--- config.mk ---
export PLATFORM = sky130hd
export DESIGN_NAME = adc_conversion_sequencer
export DESIGN_NICKNAME = d
export VERILOG_FILES = /design/src/adc_seq_pkg.sv /design/src/trim_mem_if.sv /design/src/adc_conversion_sequencer.sv /design/src/trim_mem.sv
export SDC_FILE = /design/constraint.sdc
export NUM_CORES = 1
export LEC_CHECK = 0
export BUFFER_PORTS_ARGS = -buffer_cell sky130_fd_sc_hd__buf_2
export CORE_MARGIN = 2
export CORE_UTILIZATION = 61
export CTS_BUF_LIST = sky130_fd_sc_hd__clkbuf_8
export CTS_CLUSTER_SIZE = 28
export DETAILED_ROUTE_END_ITERATION = 8
export PLACE_DENSITY = 0.92
export RECOVER_POWER = 25
export SETUP_SLACK_MARGIN = 0.5
export SLEW_MARGIN = 20
export SYNTH_ARGS = -nofsm -noshare
export SYNTH_HDL_FRONTEND = slang
export SYNTH_SLANG_ARGS = --single-unit
--- constraint.sdc ---
create_clock -name i_clk -period 3.4 [get_ports i_clk]
set_input_delay 0.17 -clock i_clk [delete_from_list [all_inputs] [get_ports i_clk]]
set_output_delay 0.17 -clock i_clk [all_outputs]
set_load 0.1 [all_outputs]
--- src/adc_seq_pkg.sv ---
package adc_seq_pkg;

    // Clock and timing
    localparam int unsigned CLK_HZ           = 40_000_000;
    localparam int unsigned CAL_CYCLES       = 3840;
    localparam int unsigned SAMPLE_CYCLES    = 4;
    localparam int unsigned CONV_CYCLES      = 13;
    localparam int unsigned POSTCAL_CYCLES   = 2;
    localparam int unsigned CNT_W            = 12;

    // Widths
    localparam int unsigned CH_W             = 5;
    localparam int unsigned RES_W            = 12;
    localparam int unsigned TRIM_W           = 8;
    localparam int unsigned TRIM_DEPTH       = 13;
    localparam int unsigned TRIM_AW          = 4;

    // Post-calibration walks offset, then bits 0..11, then wraps
    localparam logic [3:0]  TRIM_SLOT_LAST   = 4'hc;
    localparam logic [TRIM_W-1:0] TRIM_RESET = 8'h80;

    typedef enum logic [2:0]
    {
        ST_CAL     = 3'b000,
        ST_IDLE    = 3'b001,
        ST_SAMPLE  = 3'b010,
        ST_CONVERT = 3'b011,
        ST_POSTCAL = 3'b100
    } seq_state_t;

endpackage

--- src/trim_mem_if.sv ---
interface trim_mem_if;
    logic                                   wr_en;
    logic [adc_seq_pkg::TRIM_AW-1:0]        addr;
    logic [adc_seq_pkg::TRIM_W-1:0]         wr_data;
    logic [adc_seq_pkg::TRIM_W-1:0]         rd_data;

    modport ctrl (output wr_en, output addr, output wr_data, input rd_data);
    modport mem  (input wr_en, input addr, input wr_data, output rd_data);
endinterface
--- src/adc_conversion_sequencer.sv ---
// What this block does
// - Leaving reset, run a 3840-cycle calibration and show it on the calibration output.
// - After each conversion, post-calibrate the offset or one capacitor array bit.
// - On accepting start, raise sampling and busy together.
// - Drop sampling after sample-and-hold; keep busy until conversion ends.
// - At conversion end drop busy, raise result-valid, present the 12-bit result.
// - Result-valid holds until the next accepted start or a converter reset, then clears on a clock edge.
// - Result holds through the next conversion, updating only at conversion end, even when a same-cycle converter reset keeps result-valid low.
module adc_conversion_sequencer
(
    input  wire logic                                i_clk,
    input  wire logic                                i_rst,
    input  wire logic                                i_converter_reset,
    input  wire logic                                i_conversion_start,
    input  wire logic [adc_seq_pkg::CH_W-1:0]        i_channel_select,
    input  wire logic                                i_comparator,
    output logic                                     o_calibrate,
    output logic                                     o_sample,
    output logic                                     o_busy,
    output logic                                     o_result_valid,
    output logic [adc_seq_pkg::RES_W-1:0]            o_result,
    output logic [adc_seq_pkg::CH_W-1:0]             o_channel,
    output logic [adc_seq_pkg::TRIM_W-1:0]           o_trim
);

    ////////////////////////////////////////////////////////////////////////////

    trim_mem_if tm();

    trim_mem u_trim_mem
    (
        .i_clk (i_clk),
        .port  (tm.mem)
    );

    ////////////////////////////////////////////////////////////////////////////

    adc_seq_pkg::seq_state_t             state_ff;
    adc_seq_pkg::seq_state_t             nxt_state;
    logic [adc_seq_pkg::CNT_W-1:0]       cnt_ff;
    logic [adc_seq_pkg::CNT_W-1:0]       nxt_cnt;
    logic [adc_seq_pkg::RES_W-1:0]       sar_ff;
    logic [adc_seq_pkg::RES_W-1:0]       nxt_sar;
    logic [adc_seq_pkg::RES_W-1:0]       result_ff;
    logic [adc_seq_pkg::RES_W-1:0]       nxt_result;
    logic [adc_seq_pkg::CH_W-1:0]        chan_ff;
    logic [adc_seq_pkg::CH_W-1:0]        nxt_chan;
    logic [3:0]                          slot_ff;
    logic [3:0]                          nxt_slot;
    logic [adc_seq_pkg::TRIM_W-1:0]      trim_ff;
    logic [adc_seq_pkg::TRIM_W-1:0]      nxt_trim;
    logic                                cal_ff;
    logic                                nxt_cal;
    logic                                sample_ff;
    logic                                nxt_sample;
    logic                                busy_ff;
    logic                                nxt_busy;
    logic                                valid_ff;
    logic                                nxt_valid;
    logic                                wr_en;
    logic [adc_seq_pkg::TRIM_W-1:0]      trim_adj;

    localparam logic [adc_seq_pkg::CNT_W-1:0] CAL_LAST =
        adc_seq_pkg::CNT_W'(adc_seq_pkg::CAL_CYCLES - 1);
    localparam logic [adc_seq_pkg::CNT_W-1:0] SAMPLE_LAST =
        adc_seq_pkg::CNT_W'(adc_seq_pkg::SAMPLE_CYCLES - 1);
    localparam logic [adc_seq_pkg::CNT_W-1:0] CONV_LAST =
        adc_seq_pkg::CNT_W'(adc_seq_pkg::CONV_CYCLES - 1);
    localparam logic [adc_seq_pkg::CNT_W-1:0] POSTCAL_LAST =
        adc_seq_pkg::CNT_W'(adc_seq_pkg::POSTCAL_CYCLES - 1);

    // Comparator nudges the trim word of the current slot by one step
    assign trim_adj = i_comparator ? tm.rd_data + 8'h01 : tm.rd_data - 8'h01;

    assign tm.wr_en   = wr_en;
    assign tm.addr    = slot_ff;
    assign tm.wr_data = (state_ff == adc_seq_pkg::ST_CAL) ? adc_seq_pkg::TRIM_RESET : trim_adj;

    ////////////////////////////////////////////////////////////////////////////

    always_comb
    begin
        nxt_state  = state_ff;
        nxt_cnt    = cnt_ff + 12'h001;
        nxt_sar    = sar_ff;
        nxt_result = result_ff;
        nxt_chan   = chan_ff;
        nxt_slot   = slot_ff;
        nxt_trim   = trim_ff;
        nxt_cal    = cal_ff;
        nxt_sample = sample_ff;
        nxt_busy   = busy_ff;
        nxt_valid  = valid_ff;
        wr_en      = 1'b0;
        case (state_ff)
            adc_seq_pkg::ST_CAL:
            begin
                // Seed every trim slot while the fixed calibration runs
                wr_en   = 1'b1;
                nxt_slot = (slot_ff == adc_seq_pkg::TRIM_SLOT_LAST) ? 4'h0 : slot_ff + 4'h1;
                if (cnt_ff == CAL_LAST)
                begin
                    nxt_state = adc_seq_pkg::ST_IDLE;
                    nxt_cal   = 1'b0;
                    nxt_slot  = 4'h0;
                    nxt_cnt   = 12'h000;
                end
            end
            adc_seq_pkg::ST_IDLE:
            begin
                nxt_cnt = 12'h000;
                // Starts outside idle are dropped rather than queued
                if (i_conversion_start)
                begin
                    nxt_state  = adc_seq_pkg::ST_SAMPLE;
                    nxt_sample = 1'b1;
                    nxt_busy   = 1'b1;
                    nxt_valid  = 1'b0;
                    nxt_chan   = i_channel_select;
                    nxt_sar    = 12'h000;
                end
            end
            adc_seq_pkg::ST_SAMPLE:
            begin
                if (cnt_ff == SAMPLE_LAST)
                begin
                    nxt_state  = adc_seq_pkg::ST_CONVERT;
                    nxt_sample = 1'b0;
                    nxt_cnt    = 12'h000;
                end
            end
            adc_seq_pkg::ST_CONVERT:
            begin
                // One bit decided per cycle, MSB first; final cycle loads result
                if (cnt_ff < 12'h00c)
                begin
                    nxt_sar[4'hb - cnt_ff[3:0]] = i_comparator;
                end
                if (cnt_ff == CONV_LAST)
                begin
                    nxt_state  = adc_seq_pkg::ST_POSTCAL;
                    nxt_busy   = 1'b0;
                    nxt_valid  = 1'b1;
                    nxt_result = sar_ff;
                    nxt_cnt    = 12'h000;
                end
            end
            adc_seq_pkg::ST_POSTCAL:
            begin
                // Read-modify-write of one trim slot per conversion
                if (cnt_ff == POSTCAL_LAST)
                begin
                    wr_en     = 1'b1;
                    nxt_trim  = trim_adj;
                    nxt_slot  = (slot_ff == adc_seq_pkg::TRIM_SLOT_LAST) ? 4'h0 : slot_ff + 4'h1;
                    nxt_state = adc_seq_pkg::ST_IDLE;
                    nxt_cnt   = 12'h000;
                end
            end
            default:
            begin
                nxt_state = adc_seq_pkg::ST_CAL;
                nxt_cnt   = 12'h000;
                nxt_cal   = 1'b1;
            end
        endcase
        // Converter reset restarts power-up calibration from scratch
        if (i_converter_reset)
        begin
            nxt_state  = adc_seq_pkg::ST_CAL;
            nxt_cnt    = 12'h000;
            nxt_cal    = 1'b1;
            nxt_sample = 1'b0;
            nxt_busy   = 1'b0;
            nxt_valid  = 1'b0;
            nxt_slot   = 4'h0;
        end
    end

    always_ff @(posedge i_clk or posedge i_rst)
    begin
        if (i_rst)
        begin
            state_ff  <= adc_seq_pkg::ST_CAL;
            cnt_ff    <= 12'h000;
            sar_ff    <= 12'h000;
            result_ff <= 12'h000;
            chan_ff   <= 5'h00;
            slot_ff   <= 4'h0;
            trim_ff   <= adc_seq_pkg::TRIM_RESET;
            cal_ff    <= 1'b1;
            sample_ff <= 1'b0;
            busy_ff   <= 1'b0;
            valid_ff  <= 1'b0;
        end
        else
        begin
            state_ff  <= nxt_state;
            cnt_ff    <= nxt_cnt;
            sar_ff    <= nxt_sar;
            result_ff <= nxt_result;
            chan_ff   <= nxt_chan;
            slot_ff   <= nxt_slot;
            trim_ff   <= nxt_trim;
            cal_ff    <= nxt_cal;
            sample_ff <= nxt_sample;
            busy_ff   <= nxt_busy;
            valid_ff  <= nxt_valid;
        end
    end

    ////////////////////////////////////////////////////////////////////////////

    assign o_calibrate    = cal_ff;
    assign o_sample       = sample_ff;
    assign o_busy         = busy_ff;
    assign o_result_valid = valid_ff;
    assign o_result       = result_ff;
    assign o_channel      = chan_ff;
    assign o_trim         = trim_ff;

endmodule

--- src/trim_mem.sv ---
module trim_mem
(
    input  wire logic   i_clk,
    trim_mem_if.mem     port
);
    logic [adc_seq_pkg::TRIM_W-1:0] mem_ff [adc_seq_pkg::TRIM_DEPTH];
    logic [adc_seq_pkg::TRIM_W-1:0] rd_ff;

    // No reset on the array so it maps onto plain storage; the sequencer
    // rewrites every slot during power-up calibration before any use.
    always_ff @(posedge i_clk)
    begin
        if (port.wr_en)
        begin
            mem_ff[port.addr] <= port.wr_data;
        end
        rd_ff <= mem_ff[port.addr];
    end

    assign port.rd_data = rd_ff;
endmodule

==> impl_metrics.yaml <==
worst_setup_path:
  rr_startpoint: "cnt_ff[1]"
  critPathRequiredTime_ns: 3.53
  startpoint: "cnt_ff[1]"
  start_kind: "register"
  cp_max_fo: 9
  worstSetupEndpointType: "register"
  max_stage_delay_ns: 0.47
  crit_chain: "inv_1, ha_1, nor3b_2, a41oi_2, nor3b_4, and2_1"
  path_class: "reg -> reg"
  critPathSlowestCell: "dfrtp_1"
  path_buf_inv: 1
  cp.arrival_ns: 2.88
  cp_top_family: "simple AND/OR/NAND/NOR gates"
floorplan:
  die_w_um: 114.5
  die_h_um: 114.5
  rows: 40
  die-area_mm2: 0.01312
  top_level_ports: 39
  coreArea_mm2: 0.01196
  start_util: 0.6232
synthesis:
  synthAdderAreaFrac: 0.02786
  synth.distinct_cells: 56
  syn-instance-count: 496
  synth_xor_area_frac: 0.01997
  synth-edff-count: 104
  synth_seq_cells: 172
  synth_area_mm2: 0.007455
  yosysWarnings: 0
  synth_compound_area_frac: 0.06445
  syn-num-nets: 522
  async_reset_ff_frac: 0.3488
  yosys_most_used_dff: "edfxtp_1"
  yosys-mux-area-fraction: 0.1301
  synth_area_per_cell_um2: 15.03
  yosysSeqAreaShare: 0.6422
  synthSimpleGateAreaFrac: 0.09097
  synth_top_family_by_area: "multiplexers"
final_layout:
  syn_to_final_growth_pct: 9.718
  drive_gt1_frac: 0.2126
  diodes: 0
  regArea_mm2: 0.004787
  fill_cells: 717
  multi_input_area_mm2: 0.002499
  final_nets: 570
clocking:
  cts_made_buffers: 17
  cts_sinks: 172
  clk_pin_slew_ns: 0.09
  htreeDepth: 4
  clock_latency_ns: 0.46
  cts_tree: "yes"
  cts_max_path_buffers: 2
  clockRootBuffer: "clkbuf_8"
sta:
  fin_skew_ns: 0.01237
  fin_setup_tns_ns: 0
  max_freq_mhz: 363.3
  tightest_slew_ns: 1.608
  hold_viol: 0
  timing.hold.ws_ns: 0.07027
  setup_viol: 0
  grt_setup_unrepaired: "true"
  fin_crit_ns: 2.753
  timing.slew.headroom: -0.07191
  finalMaxSlewViolations: 31
  period_share: 0.8096
power_and_ir_drop:
  powerDensity_mw_per_mm2: 766.5
  vdd_drop_max_v: 0.0003432
  power_leakage_nw: 3.065
detailed_routing:
  vias: 4606
  viasPerCell: 6.561
  dr.pass1.iters: 5
  routed_wl_mm: 16.28
  drc: 0
  ant_nets: 0
  post_drt_wl_per_cell_um: 23.19
  dr.first_iter.drc_count: 572
placed_design:
  port_buffers: 38
  dp_hpwl_mm: 11.05
  place.gp.congestion: 0.9135
global_route:
  grt_pass1_vias: 4575
  grt_overflow: 0
  antenna_found_initial: 0
  grt_pass1_wl_mm: 25.78
  track_usage: 0.2670
  grt_max_degree: 32
run:
  cap_violations: 1
min_path:
  hp-start: "i_comparator"
  hold_class: "in -> reg"
outcome:
  status: "finished with violations"
  violations: "max-capacitance violations, max-slew violations"
==> per-layer routing <==
layer / wire length [µm] / track usage / vias to the layer above / share of wire
met5: 0 / 0 / - / 0
met2: 7914 / 0.4260 / 297 / 0.49
met3: 1475 / 0.06406 / 47 / 0.091
li1: - / - / 1957 / -
met4: 488 / 0.09919 / 0 / 0.030
met1: 6400 / 0.3617 / 2305 / 0.39
==> cell families (layout without fill, tap and decap cells) <==
family / after synthesis / after routing
multiplexers: 52 / 52
flip-flops: 172 / 172
adder cells (fa/ha/maj): 16 / 16
AND/OR/NAND/NOR: 123 / 123
buffers and inverters: 37 / 96
XOR/XNOR: 17 / 17
AO/OA/AOI/OAI: 79 / 79
==> per-stage QoR <==
step / setup slack [ns] / instance area, µm² / util / instances / power [mW]
global route: 0.2661 / 8179 / 0.6838 / 702 / 6.496
CTS: 0.6515 / 8212 / 0.6865 / 702 / 6.233
detailed placement: 0.7247 / 7780 / 0.6504 / 666 / 4.886
finish: 0.6473 / 8179 / 0.6838 / 702 / 6.269
global placement: 0.8741 / 7780 / 0.6504 / 666 / 4.761
floorplan: 1.074 / 7455 / - / 496 / 4.275
==> Yosys cell counts, drive strengths merged (4+ instances only) <==
cell / number / area share
nand2: 31 / 0.016
nand3: 8 / 0.0054
nor2: 37 / 0.019
o21ai: 33 / 0.022
edfxtp: 104 / 0.42
and3: 4 / 0.0034
inv: 10 / 0.0050
ha: 15 / 0.025
a211oi: 4 / 0.0040
clkbuf: 11 / 0.0055
nand4: 8 / 0.0096
mux4: 32 / 0.097
dfrtp: 58 / 0.19
xnor2: 6 / 0.0070
xor2: 11 / 0.013
and2: 11 / 0.0092
mux2: 18 / 0.031
buf: 16 / 0.014
nor3: 4 / 0.0034
dfxtp: 8 / 0.021
a21oi: 23 / 0.016
==> area by class of cell <==
type,instances,area share
clock buffers,17,0.02861
clock inverters,13,0.01683
inverters,10,0.004589
multi-input cells,287,0.3055
flip-flops and latches,172,0.5853
well taps,147,0.02249
repair buffers,56,0.03671
==> timing repair <==
action	4_1_cts	5_1_grt
hold endpoints to repair	35	0
resized for setup	0	3
buffers inserted	0	0
hold buffers	6	0
endpoints found under the setup margin	0	56
==> final timing paths <==
| check | endpoint | slack (ns) | cells past startpoint |
|---|---|---|---|
| worst min-delay path | sar_ff[8] | 0.07 | 3 |
| min in group asynchronous | o_trim[2] | 0.54 | 3 |
| worst max register to register | u_trim_mem.mem_ff[4][3] | 0.65 | 6 |
| worst min register to register | o_trim[7] | 0.49 | 2 |
| max in group asynchronous | cnt_ff[11] | 0.81 | 4 |
| worst max-delay path | u_trim_mem.mem_ff[4][3] | 0.65 | 6 |
==> power breakdown <==
part           leakage, nW  internal, mW  switching [mW]  total (mW)
combinational         1.06         0.728            1.32        2.05
clock                0.188         0.594           0.774        1.37
sequential            1.82          2.66           0.196        2.85
==> cell usage in the layout (no fill, tap or decap), types with 8 or more instances in the layout <==
cell and n:
a21oi_1 22, and2_1 10, buf_2 9, buf_4 11
clkbuf_1 30, clkbuf_8 17, dfrtp_1 58, dfxtp_1 8
edfxtp_1 104, ha_1 15, inv_1 11, mux2_2 11
mux4_2 32, nand2_1 31, nand3_1 8, nor2_1 37
o21ai_0 33, xor2_1 11
==> sequential cells by signal, indices dropped and copies added, names as in the netlist <==
| register | cells |
|---|---|
| o_sample | 1 |
| o_busy | 1 |
| sar_ff | 12 |
| state_ff | 3 |
| o_result | 12 |
| o_trim | 8 |
| cnt_ff | 12 |
| o_channel | 5 |
| slot_ff | 4 |
| o_calibrate | 1 |
| o_result_valid | 1 |
| u_trim_mem.port.rd_data | 8 |
| u_trim_mem.mem_ff | 104 |
==> worst register-to-register path, stage by stage, from the launching register on <==
cell and delay (ns):
dfrtp_1 0.47, inv_1 0.12, ha_1 0.22, nor3b_2 0.40
a41oi_2 0.40, nor3b_4 0.43, and2_1 0.39
(Power assumes the default switching activity.)
